==> src/pkg/ewp_consts.svh <==
// ewp_consts.svh: numeric constants shared by both ends of the three-wire
// programmable word port. assumes a 20 MHz reference clock on both ends.
`ifndef EWP_CONSTS_SVH
`define EWP_CONSTS_SVH

// array geometry
`define EWP_WORDS 64
`define EWP_ADDR_W 6
`define EWP_DATA_W 16
`define EWP_CMD_BITS 8

// fixed bit values on the wire
`define EWP_START_BIT 1'h1
`define EWP_DUMMY_BIT 1'h0
`define EWP_READY_BIT 1'h1
`define EWP_BUSY_BIT 1'h0
`define EWP_IDLE_LINE 1'h1
`define EWP_ERASED_WORD 16'hffff

// timing in ns, plus the reference clock period
`define EWP_CLK_NS 50
`define EWP_T_WP_NS 5000000
`define EWP_T_CS_NS 250
`define EWP_T_SHIFT_HIGH_NS 250

// cycles a level needs through a two-flop synchroniser and an output flop
`define EWP_SYNC_LAT 4

`endif

==> src/pkg/ewp_pkg.sv <==
// ewp_pkg: types shared by the device end and the host end.
// assumes ewp_consts.svh supplies the numeric constants.
package ewp_pkg;

  // two-bit instruction code following the start bit
  typedef enum logic [1:0] {
    EWP_OP_EXT = 2'b00,
    EWP_OP_WRITE = 2'b01,
    EWP_OP_READ = 2'b10,
    EWP_OP_ERASE = 2'b11
  } ewp_op_t;

  // top two address bits select the variant of the extended code
  typedef enum logic [1:0] {
    EWP_EXT_DISABLE = 2'b00,
    EWP_EXT_WRITE_ALL = 2'b01,
    EWP_EXT_ERASE_ALL = 2'b10,
    EWP_EXT_ENABLE = 2'b11
  } ewp_ext_t;

  typedef enum logic [2:0] {
    EWP_D_OFF = 3'b000,
    EWP_D_START = 3'b001,
    EWP_D_CMD = 3'b010,
    EWP_D_DATA = 3'b011,
    EWP_D_READ = 3'b100,
    EWP_D_HOLD = 3'b101
  } ewp_dev_state_t;

  typedef enum logic [1:0] {
    EWP_H_IDLE = 2'b00,
    EWP_H_SHIFT = 2'b01,
    EWP_H_GAP = 2'b10,
    EWP_H_POLL = 2'b11
  } ewp_host_state_t;

endpackage : ewp_pkg

==> src/pkg/ewp_if.sv <==
// ewp_if: the three-wire link between host and device.
// assumes the line is pulled high whenever the device leaves it undriven.
`timescale 1ns/1ns
`include "ewp_consts.svh"
interface ewp_if;
  logic chip_select;
  logic shift_clock;
  logic serial_in;
  logic serial_out;
  logic serial_out_oe;
  logic serial_out_line;

  // resolved level of the shared output wire
  assign serial_out_line = serial_out_oe ? serial_out : `EWP_IDLE_LINE;

  modport host (
    output chip_select,
    output shift_clock,
    output serial_in,
    input serial_out_line
  );

  modport device (
    input chip_select,
    input shift_clock,
    input serial_in,
    output serial_out,
    output serial_out_oe
  );
endinterface : ewp_if

==> src/ewp_device.sv <==
// ewp_device: the memory end of the three-wire link, 64 words of 16 bits.
// assumes the link pins are asynchronous to ref_clk and change slowly
// enough that a two-flop synchroniser sees every shift clock phase.
`timescale 1ns/1ns
`include "ewp_consts.svh"
module ewp_device
  import ewp_pkg::*;
#(
  parameter int WORDS = `EWP_WORDS,
  parameter int ADDR_W = `EWP_ADDR_W,
  parameter int DATA_W = `EWP_DATA_W,
  parameter int PROG_CYCLES = `EWP_T_WP_NS / `EWP_CLK_NS
) (
  input wire logic ref_clk,
  input wire logic rst,
  ewp_if.device link,
  output logic prog_busy,
  output logic prog_enabled
);
  localparam int CS_CYC = (`EWP_T_CS_NS + `EWP_CLK_NS - 1) / `EWP_CLK_NS;
  localparam int CNT_W = $clog2(PROG_CYCLES + 1);
  localparam logic [4:0] CMD_LAST = 5'(`EWP_CMD_BITS - 1);
  localparam logic [4:0] DATA_LAST = 5'(DATA_W - 1);
  localparam logic [3:0] CS_LOW_MIN = 4'(CS_CYC);

  if (WORDS != (1 << ADDR_W) || ADDR_W != `EWP_CMD_BITS - 2 || DATA_W != `EWP_DATA_W
      || PROG_CYCLES < 1 || CS_CYC > 15) begin : g_chk
    $error("ewp_device: geometry or timing parameters not supported");
  end

  logic cs_s1, cs_s2, cs_q;
  logic shift_s1, shift_s2, shift_q;
  logic si_s1, si_s2;
  logic shift_rise, cs_rise;
  ewp_dev_state_t state;
  logic [4:0] bit_cnt;
  logic [`EWP_CMD_BITS-2:0] cmd_sr;
  logic [`EWP_CMD_BITS-1:0] dec;
  ewp_op_t dec_op;
  ewp_ext_t dec_ext;
  logic [ADDR_W-1:0] dec_addr;
  logic [DATA_W-1:0] data_sr;
  logic [DATA_W-1:0] rd_sr;
  logic data_all;
  logic [ADDR_W-1:0] data_addr;
  logic cmd_done, data_done;
  logic start_prog;
  logic next_all;
  logic [ADDR_W-1:0] next_addr;
  logic [DATA_W-1:0] next_word;
  logic pend_all;
  logic [ADDR_W-1:0] pend_addr;
  logic [DATA_W-1:0] pend_word;
  logic [CNT_W-1:0] wp_cnt;
  logic commit;
  logic [3:0] cs_low_cnt;
  logic status_armed;
  logic read_drive;
  logic [DATA_W-1:0] mem [WORDS];

  // two flops on each pin before anything looks at it
  always_ff @(posedge ref_clk or posedge rst) begin
    if (rst) begin
      cs_s1 <= 1'h0;
      cs_s2 <= 1'h0;
      cs_q <= 1'h0;
      shift_s1 <= 1'h0;
      shift_s2 <= 1'h0;
      shift_q <= 1'h0;
      si_s1 <= 1'h0;
      si_s2 <= 1'h0;
    end else begin
      cs_s1 <= link.chip_select;
      cs_s2 <= cs_s1;
      cs_q <= cs_s2;
      shift_s1 <= link.shift_clock;
      shift_s2 <= shift_s1;
      shift_q <= shift_s2;
      si_s1 <= link.serial_in;
      si_s2 <= si_s1;
    end
  end

  // only rises while selected count as shift edges
  assign shift_rise = shift_s2 && !shift_q && cs_s2;
  assign cs_rise = cs_s2 && !cs_q;

  // the bit arriving now completes the opcode and address
  assign dec = {cmd_sr, si_s2};
  assign dec_op = ewp_op_t'(dec[`EWP_CMD_BITS-1 -: 2]);
  assign dec_ext = ewp_ext_t'(dec[ADDR_W-1 -: 2]);
  assign dec_addr = dec[ADDR_W-1:0];
  assign cmd_done = shift_rise && state == EWP_D_CMD && bit_cnt == CMD_LAST;
  assign data_done = shift_rise && state == EWP_D_DATA && bit_cnt == DATA_LAST;

  // decide whether this edge launches a programming cycle, and with what
  always_comb begin
    start_prog = 1'h0;
    next_all = 1'h0;
    next_addr = dec_addr;
    next_word = `EWP_ERASED_WORD;
    if (cmd_done && prog_enabled) begin
      if (dec_op == EWP_OP_ERASE) begin
        start_prog = 1'h1;
      end else if (dec_op == EWP_OP_EXT && dec_ext == EWP_EXT_ERASE_ALL) begin
        start_prog = 1'h1;
        next_all = 1'h1;
      end
    end else if (data_done && prog_enabled) begin
      start_prog = 1'h1;
      next_all = data_all;
      next_addr = data_addr;
      next_word = {data_sr[DATA_W-2:0], si_s2};
    end
  end

  // frame decoder; a busy device ignores new frames until the cycle ends
  always_ff @(posedge ref_clk or posedge rst) begin
    if (rst) begin
      state <= EWP_D_OFF;
      bit_cnt <= 5'h0;
      cmd_sr <= '0;
      data_sr <= '0;
      data_all <= 1'h0;
      data_addr <= '0;
    end else if (!cs_s2) begin
      state <= EWP_D_OFF;
    end else begin
      case (state)
        EWP_D_OFF: begin
          if (cs_rise) begin
            state <= EWP_D_START;
          end
        end
        EWP_D_START: begin
          if (shift_rise && si_s2 == `EWP_START_BIT && !prog_busy) begin
            state <= EWP_D_CMD;
            bit_cnt <= 5'h0;
          end
        end
        EWP_D_CMD: begin
          if (shift_rise) begin
            cmd_sr <= dec[`EWP_CMD_BITS-2:0];
            bit_cnt <= bit_cnt + 5'h1;
            if (bit_cnt == CMD_LAST) begin
              bit_cnt <= 5'h0;
              data_addr <= dec_addr;
              data_all <= dec_op == EWP_OP_EXT;
              case (dec_op)
                EWP_OP_READ: state <= EWP_D_READ;
                EWP_OP_WRITE: state <= EWP_D_DATA;
                EWP_OP_EXT: begin
                  state <= (dec_ext == EWP_EXT_WRITE_ALL) ? EWP_D_DATA : EWP_D_HOLD;
                end
                default: state <= EWP_D_HOLD;
              endcase
            end
          end
        end
        EWP_D_DATA: begin
          if (shift_rise) begin
            data_sr <= {data_sr[DATA_W-2:0], si_s2};
            bit_cnt <= bit_cnt + 5'h1;
            if (bit_cnt == DATA_LAST) begin
              state <= EWP_D_HOLD;
            end
          end
        end
        EWP_D_READ: begin
          if (shift_rise) begin
            bit_cnt <= bit_cnt + 5'h1;
            if (bit_cnt == DATA_LAST) begin
              state <= EWP_D_HOLD; // last bit stays on the line
            end
          end
        end
        default: state <= state; // hold: wait for deselect
      endcase
    end
  end

  // programming permission; only a reset (power loss) or disable clears it
  always_ff @(posedge ref_clk or posedge rst) begin
    if (rst) begin
      prog_enabled <= 1'h0;
    end else if (cmd_done && dec_op == EWP_OP_EXT) begin
      if (dec_ext == EWP_EXT_ENABLE) begin
        prog_enabled <= 1'h1;
      end else if (dec_ext == EWP_EXT_DISABLE) begin
        prog_enabled <= 1'h0;
      end
    end
  end

  // self-timed cycle; the array changes once, at the end of the count
  always_ff @(posedge ref_clk or posedge rst) begin
    if (rst) begin
      prog_busy <= 1'h0;
      wp_cnt <= '0;
      pend_all <= 1'h0;
      pend_addr <= '0;
      pend_word <= '0;
    end else if (start_prog) begin
      prog_busy <= 1'h1;
      wp_cnt <= CNT_W'(PROG_CYCLES);
      pend_all <= next_all;
      pend_addr <= next_addr;
      pend_word <= next_word;
    end else if (prog_busy) begin
      wp_cnt <= wp_cnt - 1'h1;
      if (commit) begin
        prog_busy <= 1'h0;
      end
    end
  end

  assign commit = prog_busy && wp_cnt == CNT_W'(1);

  // storage, one flop word per address; writes overwrite without erase
  for (genvar i = 0; i < WORDS; i++) begin : g_word
    always_ff @(posedge ref_clk or posedge rst) begin
      if (rst) begin
        mem[i] <= `EWP_ERASED_WORD;
      end else if (commit && (pend_all || pend_addr == ADDR_W'(i))) begin
        mem[i] <= pend_word;
      end
    end
  end

  // deselect time, saturating, so a short glitch cannot arm the status
  always_ff @(posedge ref_clk or posedge rst) begin
    if (rst) begin
      cs_low_cnt <= 4'h0;
      status_armed <= 1'h0;
    end else if (!cs_s2) begin
      status_armed <= 1'h0;
      if (cs_low_cnt < CS_LOW_MIN) begin
        cs_low_cnt <= cs_low_cnt + 4'h1;
      end
    end else begin
      cs_low_cnt <= 4'h0;
      if (cs_rise && prog_busy && cs_low_cnt >= CS_LOW_MIN) begin
        status_armed <= 1'h1;
      end
    end
  end

  // serial output: read shifter or ready/busy, released when deselected
  always_ff @(posedge ref_clk or posedge rst) begin
    if (rst) begin
      link.serial_out <= `EWP_IDLE_LINE;
      link.serial_out_oe <= 1'h0;
      read_drive <= 1'h0;
      rd_sr <= '0;
    end else begin
      link.serial_out_oe <= cs_s2 && (read_drive || status_armed);
      if (!cs_s2) begin
        read_drive <= 1'h0;
      end else if (status_armed) begin
        link.serial_out <= prog_busy ? `EWP_BUSY_BIT : `EWP_READY_BIT;
      end else if (cmd_done && dec_op == EWP_OP_READ) begin
        read_drive <= 1'h1;
        rd_sr <= mem[dec_addr];
        link.serial_out <= `EWP_DUMMY_BIT;
      end else if (shift_rise && state == EWP_D_READ) begin
        link.serial_out <= rd_sr[DATA_W-1];
        rd_sr <= {rd_sr[DATA_W-2:0], rd_sr[DATA_W-1]};
      end
    end
  end
endmodule : ewp_device

==> src/flat_wrapper.sv <==
// flat-port wrapper written by rule: the top's interface ports become plain ports
module ewp_device_flat import ewp_pkg::*;
#(
  parameter int WORDS = `EWP_WORDS,
  parameter int ADDR_W = `EWP_ADDR_W,
  parameter int DATA_W = `EWP_DATA_W,
  parameter int PROG_CYCLES = `EWP_T_WP_NS / `EWP_CLK_NS
)
  (ref_clk, rst, prog_busy, prog_enabled, link_chip_select, link_shift_clock, link_serial_in, link_serial_out, link_serial_out_oe);
  ewp_if link_i ();
  input wire logic ref_clk;
  input wire logic rst;
  output logic prog_busy;
  output logic prog_enabled;
  input wire logic [$bits(link_i.chip_select)-1:0] link_chip_select;
  input wire logic [$bits(link_i.shift_clock)-1:0] link_shift_clock;
  input wire logic [$bits(link_i.serial_in)-1:0] link_serial_in;
  output wire logic [$bits(link_i.serial_out)-1:0] link_serial_out;
  output wire logic [$bits(link_i.serial_out_oe)-1:0] link_serial_out_oe;
  assign link_i.chip_select = link_chip_select;
  assign link_i.shift_clock = link_shift_clock;
  assign link_i.serial_in = link_serial_in;
  assign link_serial_out = link_i.serial_out;
  assign link_serial_out_oe = link_i.serial_out_oe;
  ewp_device #(.WORDS(WORDS), .ADDR_W(ADDR_W), .DATA_W(DATA_W), .PROG_CYCLES(PROG_CYCLES)) u_core (.ref_clk(ref_clk), .rst(rst), .link(link_i), .prog_busy(prog_busy), .prog_enabled(prog_enabled));
endmodule
==> config.mk <==
export PLATFORM = sky130hd
export DESIGN_NAME = ewp_device_flat
export DESIGN_NICKNAME = d
export VERILOG_FILES = /design/src/pkg/ewp_pkg.sv /design/src/pkg/ewp_if.sv /design/src/ewp_device.sv /design/src/flat_wrapper.sv
export VERILOG_INCLUDE_DIRS = /design/src /design/src/pkg
export SDC_FILE = /design/constraint.sdc
export NUM_CORES = 2
export LEC_CHECK = 0
export ABC_CLOCK_PERIOD_IN_PS = 48200
export BUFFER_PORTS_ARGS = -buffer_cell sky130_fd_sc_hd__buf_2
export CORE_MARGIN = 3
export CORE_UTILIZATION = 64
export DETAILED_ROUTE_END_ITERATION = 12
export PLACE_DENSITY = 0.86
export SYNTH_ARGS = -nofsm -noshare
export SYNTH_HDL_FRONTEND = slang
export SYNTH_SLANG_ARGS = --single-unit
==> constraint.sdc <==
create_clock -name ref_clk -period 48.2 [get_ports ref_clk]
set_input_delay 9.64 -clock ref_clk [delete_from_list [all_inputs] [get_ports ref_clk]]
set_output_delay 9.64 -clock ref_clk [all_outputs]
set_load 0.01 [all_outputs]
## Word level (Yosys, flattened, before mapping)

Cells that the tools add are included.

| cells by class | value |
|---|---|
| add/sub/neg operators | 3 |
| multipliers | 0 |
| div/mod/pow operators | 0 |
| $lt $le $gt $ge | 3 |
| eq/ne operators | 89 |
| shift-type cells | 0 |
| muxes and demuxes | 49 |
| bitwise operators | 2 |
| reductions and logical operators | 171 |

Operator list:

| operator | number |
|---|---|
| == test 6 bit (second input constant) | 32 |
| binary-select mux 16 bit (select 6 bit) | 1 |
| == test 6 x 5 -> 1 bit (second input constant) | 16 |
| two-way mux 16 bit | 6 |
| logical AND 1 bit | 83 |
| logical OR 1 bit | 65 |
| == test 6 x 4 -> 1 bit (second input constant) | 8 |
| two-way mux 17 bit | 2 |
| == test 6 x 3 -> 1 bit (second input constant) | 4 |
| two-way mux 3 bit | 8 |
| two-way mux 1 bit | 21 |
| two-way mux 5 bit | 4 |
| inequality test 3 bit (second input constant) | 6 |
| == test 17 x 1 -> 1 bit (second input constant) | 1 |
| subtractor 17 x 1 -> 17 bit (second input constant) | 1 |
| case mux 5 bit (3 select lines) | 1 |
| == test 6 x 2 -> 1 bit (second input constant) | 2 |
| two-way mux 6 bit | 2 |
| case mux 3 bit (4 select lines) | 1 |
| case mux 3 bit (3 select lines) | 1 |
| AND reduction 3 bit | 3 |
| == test 2 bit (second input constant) | 4 |
| two-way mux 4 bit | 2 |
| nonzero test 2 bit | 4 |
| other kinds (27) | 39 |

| storage, ports and cells | value |
|---|---|
| flip-flop bits (word level) | 1135 |
| bits in latches | 0 |
| bits in writable memories | 0 |
| bits in read-only memories | 0 |
| input port bits | 5 |
| output and inout bits | 4 |
| logic and storage cells | 407 |
| memories kept | 0 |

## Logic depth before layout (Yosys ltp)

| depth | value |
|---|---|
| word-level depth | 9 |
| mapped depth | 12 |
| depth with buffers taken out | 8 |

## Worst setup path after synthesis

Ideal clock, no wire load.

| path | value |
|---|---|
| path kind | register -> output |
| start | register u_core.link.serial_out |
| end | output link_serial_out |
| data arrival time | 0.535 ns |
| data required time | 38.560 ns |
| path slack | 38.025 ns |
| cell stages (with the launch flop) | 1 |
| path buffers | 0 |
| cells stage by stage | dfstp_2 |

RTL lines:

| element | line | text |
|---|---|---|
| from (decl) | ewp_if.sv:27 | `output serial_out,` |
| from (signal assigned) | ewp_device.sv:251 | `` link.serial_out <= `EWP_IDLE_LINE; `` |
| from (signal assigned) | ewp_device.sv:260 | `` link.serial_out <= prog_busy ? `EWP_BUSY_BIT : `EWP_READY_BIT; `` |
| from (signal assigned) | ewp_device.sv:264 | `` link.serial_out <= `EWP_DUMMY_BIT; `` |
| to (decl) | flat_wrapper.sv:18 | `output wire logic [$bits(link_i.serial_out)-1:0] link_serial_out;` |

No word-level cell between the ends.

==> flow_summary.json <==
{
  "ant_nets": 0,
  "totalWireLength_um": 136000,
  "maxSlewHeadroom_pct": 9.20,
  "via_per_inst": 6.81,
  "wl_met3_um": 9780,
  "drv_slew": 0,
  "clock_skew_ns": 0.0454,
  "async_flop_share_pct": 100,
  "diodes": 0,
  "grt_use_total_pct": 30.8,
  "critPathKind": "primary input to asynchronous set/reset pin",
  "drc": 0,
  "design.die.area_mm2": 0.0895,
  "final_cell_mix": "dfstp_2, mux2_2, mux2_1, mux4_2, mux2_4",
  "setup_viol": 0,
  "ctsResizeCount": 0,
  "drive_gt1_share_pct": 70.0,
  "cts_sinks": 1135,
  "htree_levels": 3,
  "post_cts_buffers": 0,
  "worst_pin_slew_ns": 1.36,
  "setup_tns_ns": 0,
  "required_ns": 48.98,
  "antenna_found_initial": 4,
  "synthCells": 3476,
  "path_max_fanout": 212,
  "placed_cells": 4352,
  "cts.path.max_buffers": 3,
  "die_y_um": 299,
  "core_mm2": 0.0844,
  "cts_root_buf": "clkbuf_16",
  "cts_tree": "built",
  "yosys_warnings": 0,
  "arrival_ns": 13.31,
  "powerDensity_mw_per_mm2": 34.3,
  "gp_congestion": 0.967,
  "die_w_um": 299,
  "seq_area_frac_synth_pct": 54.0,
  "synth_edf_count": 0,
  "critPathLaunchType": "primary input",
  "synth_fp_nets": 3491,
  "power_leakage_nw": 23.4,
  "ys_seq_elements": 1135,
  "rsz0062_at_grt": "no",
  "hpwl_um": 81200,
  "endpoint_kind": "asynchronous set/reset pin",
  "num_rows": 106,
  "clock_latency_ns": 0.70,
  "wl_met2_um": 64500,
  "area_delta_synth_final_pct": 6.81,
  "ir_drop_mv": 0.0377,
  "grt_max_degree": 213,
  "ctsHoldBuffers": 0,
  "ioPinCount": 9,
  "cts.clk_slew.worst_paths_ns": 0.06,
  "syn-cell-area_mm2": 0.0550,
  "finalCriticalPeriod_ns": 12.53,
  "cts_buffers": 116,
  "firstDrtPassIters": 6,
  "min_path_type": "flop to flop",
  "mostFrequentLayoutCell": "dfstp_2",
  "synthTopCellsByArea": "dfstp_2, mux2_2, mux4_2",
  "grt.overflow.total": 0,
  "met1_length_um": 55600,
  "synth_top_area_share_pct": 49.0,
  "ys_types": 76,
  "fin_nets": 3351,
  "crit_top_cell": "buf_4",
  "initial_core_util_pct": 65.2,
  "num_vias": 31000,
  "synth_top_area_cell": "dfstp_2",
  "top_layer": "met5",
  "slowest_stage": "buf_4",
  "hold_viol_final": 0,
  "finalCritPeriodShare_pct": 26.0,
  "crit_chain": "buf_2 -> inv_8 -> buf_4 -> buf_4 -> buf_12",
  "fmax_mhz": 79.8,
  "critPathMaxStageDelay_ns": 0.92,
  "status": "finished, final reports clean",
  "grt_pass1_vias": 33500,
  "drt_iter0_markers": 3025,
  "drv_cap": 0,
  "ys.flop_type": "dfstp_2",
  "wire_per_inst_um": 29.8,
  "fin_cells": 4558,
  "avgSynthCellArea_um2": 15.8,
  "grt_pass1_wl_um": 211000,
  "io_buffers": 8
}
==> logic make-up (layout without fill, tap and decap cells) <==
| family | after synthesis | after routing | share of synthesized area (%) |
|---|---|---|---|
| AOI/OAI and AO/OA | 289 | 289 | 3.46 |
| adders and majority gates | 10 | 10 | 0.228 |
| muxes | 1394 | 1394 | 34.5 |
| and+or+nand+nor | 312 | 312 | 3.85 |
| xor gates and xnor gates | 14 | 14 | 0.223 |
| buffers and inverters | 322 | 270 | 3.80 |
| DFF | 1135 | 1135 | 54.0 |
==> area by class of cell <==
class,instances,area (um^2)
inverters,13,56.3
repair buffers,51,438
multi-input cells,2019,23200
well taps,1134,1420
flip-flops and latches,1135,29700
clock buffers,169,3440
fillers,5189,25600
clock inverters,37,448
==> flip-flops by register name, indices dropped and copies added (netlist names), 3 cells and up <==
name	count
u_core.bit_cnt	5
u_core.cmd_sr	7
u_core.cs_low_cnt	4
u_core.data_addr	6
u_core.data_sr	15
u_core.mem	1024
u_core.pend_addr	6
u_core.pend_word	16
u_core.rd_sr	16
u_core.state	3
u_core.wp_cnt	17
==> path summary, 6_finish.rpt <==
check	slack (ns)	depth (start not counted)	end	from
hold reg to reg	0.35	0	u_core.shift_s2	u_core.shift_s1
hold / removal	0.35	0	u_core.shift_s2	u_core.shift_s1
setup reg to reg	43.42	8	u_core.rd_sr[13]	u_core.cmd_sr[1]
min in group asynchronous	9.24	2	u_core.rd_sr[11]	rst
setup / recovery	35.67	5	u_core.mem[531]	rst
max in group ref_clk	37.09	1	prog_busy	u_core.prog_busy
==> worst max-delay path: cells and delay by family <==
family | cells | cell delay (ns)
buffers and inverters | 5 | 3.07
==> metal layers <==
layer | GRT usage, % | up-vias
met5 | 0 | -
met4 | 12.8 | 6
met3 | 6.02 | 325
met2 | 48.2 | 1229
met1 | 42.8 | 16900
li1 | - | 12600
==> stage by stage <==
step / hold slack, ns / setup WS (ns) / instance area [um^2] / utilization, % / power [mW]
3_3_place_gp: 0.337 / 35.24 / 54900 / 65.0 / 1.12
3_5_place_dp: 0.335 / 35.00 / 54900 / 65.0 / 1.12
2_1_floorplan: 0.331 / 8.29 / 55000 / - / 1.09
4_1_cts: 0.349 / 35.71 / 58700 / 69.6 / 2.03
6_report: 0.347 / 35.67 / 58700 / 69.6 / 2.02
5_1_grt: 0.369 / 35.26 / 58700 / 69.6 / 2.08
==> report_power, final <==
group,switching [mW],internal [mW],total (mW)
logic,0.0805,0.0487,0.129
clock network,0.372,0.539,0.911
registers,0.0126,0.962,0.975
total,0.465,1.55,2.02
==> synth_stat cells, types with 12 or more instances <==
cell type	count
dfstp_2	1025
mux2_2	630
mux2_1	275
mux4_2	241
mux2_4	170
clkbuf_1	157
dfrtp_1	110
a21oi_1	83
mux2i_1	78
nor2_1	68
nand2_1	66
buf_6	63
nor2_4	44
o21ai_0	39
buf_2	38
a31oi_1	28
buf_4	28
o22ai_1	23
nor2b_1	21
nand2b_1	19
a221oi_1	18
o22a_1	17
nor2_8	16
o221ai_1	15
a22oi_1	13
buf_12	12
inv_1	12
Power figures use the tool's default switching activity.
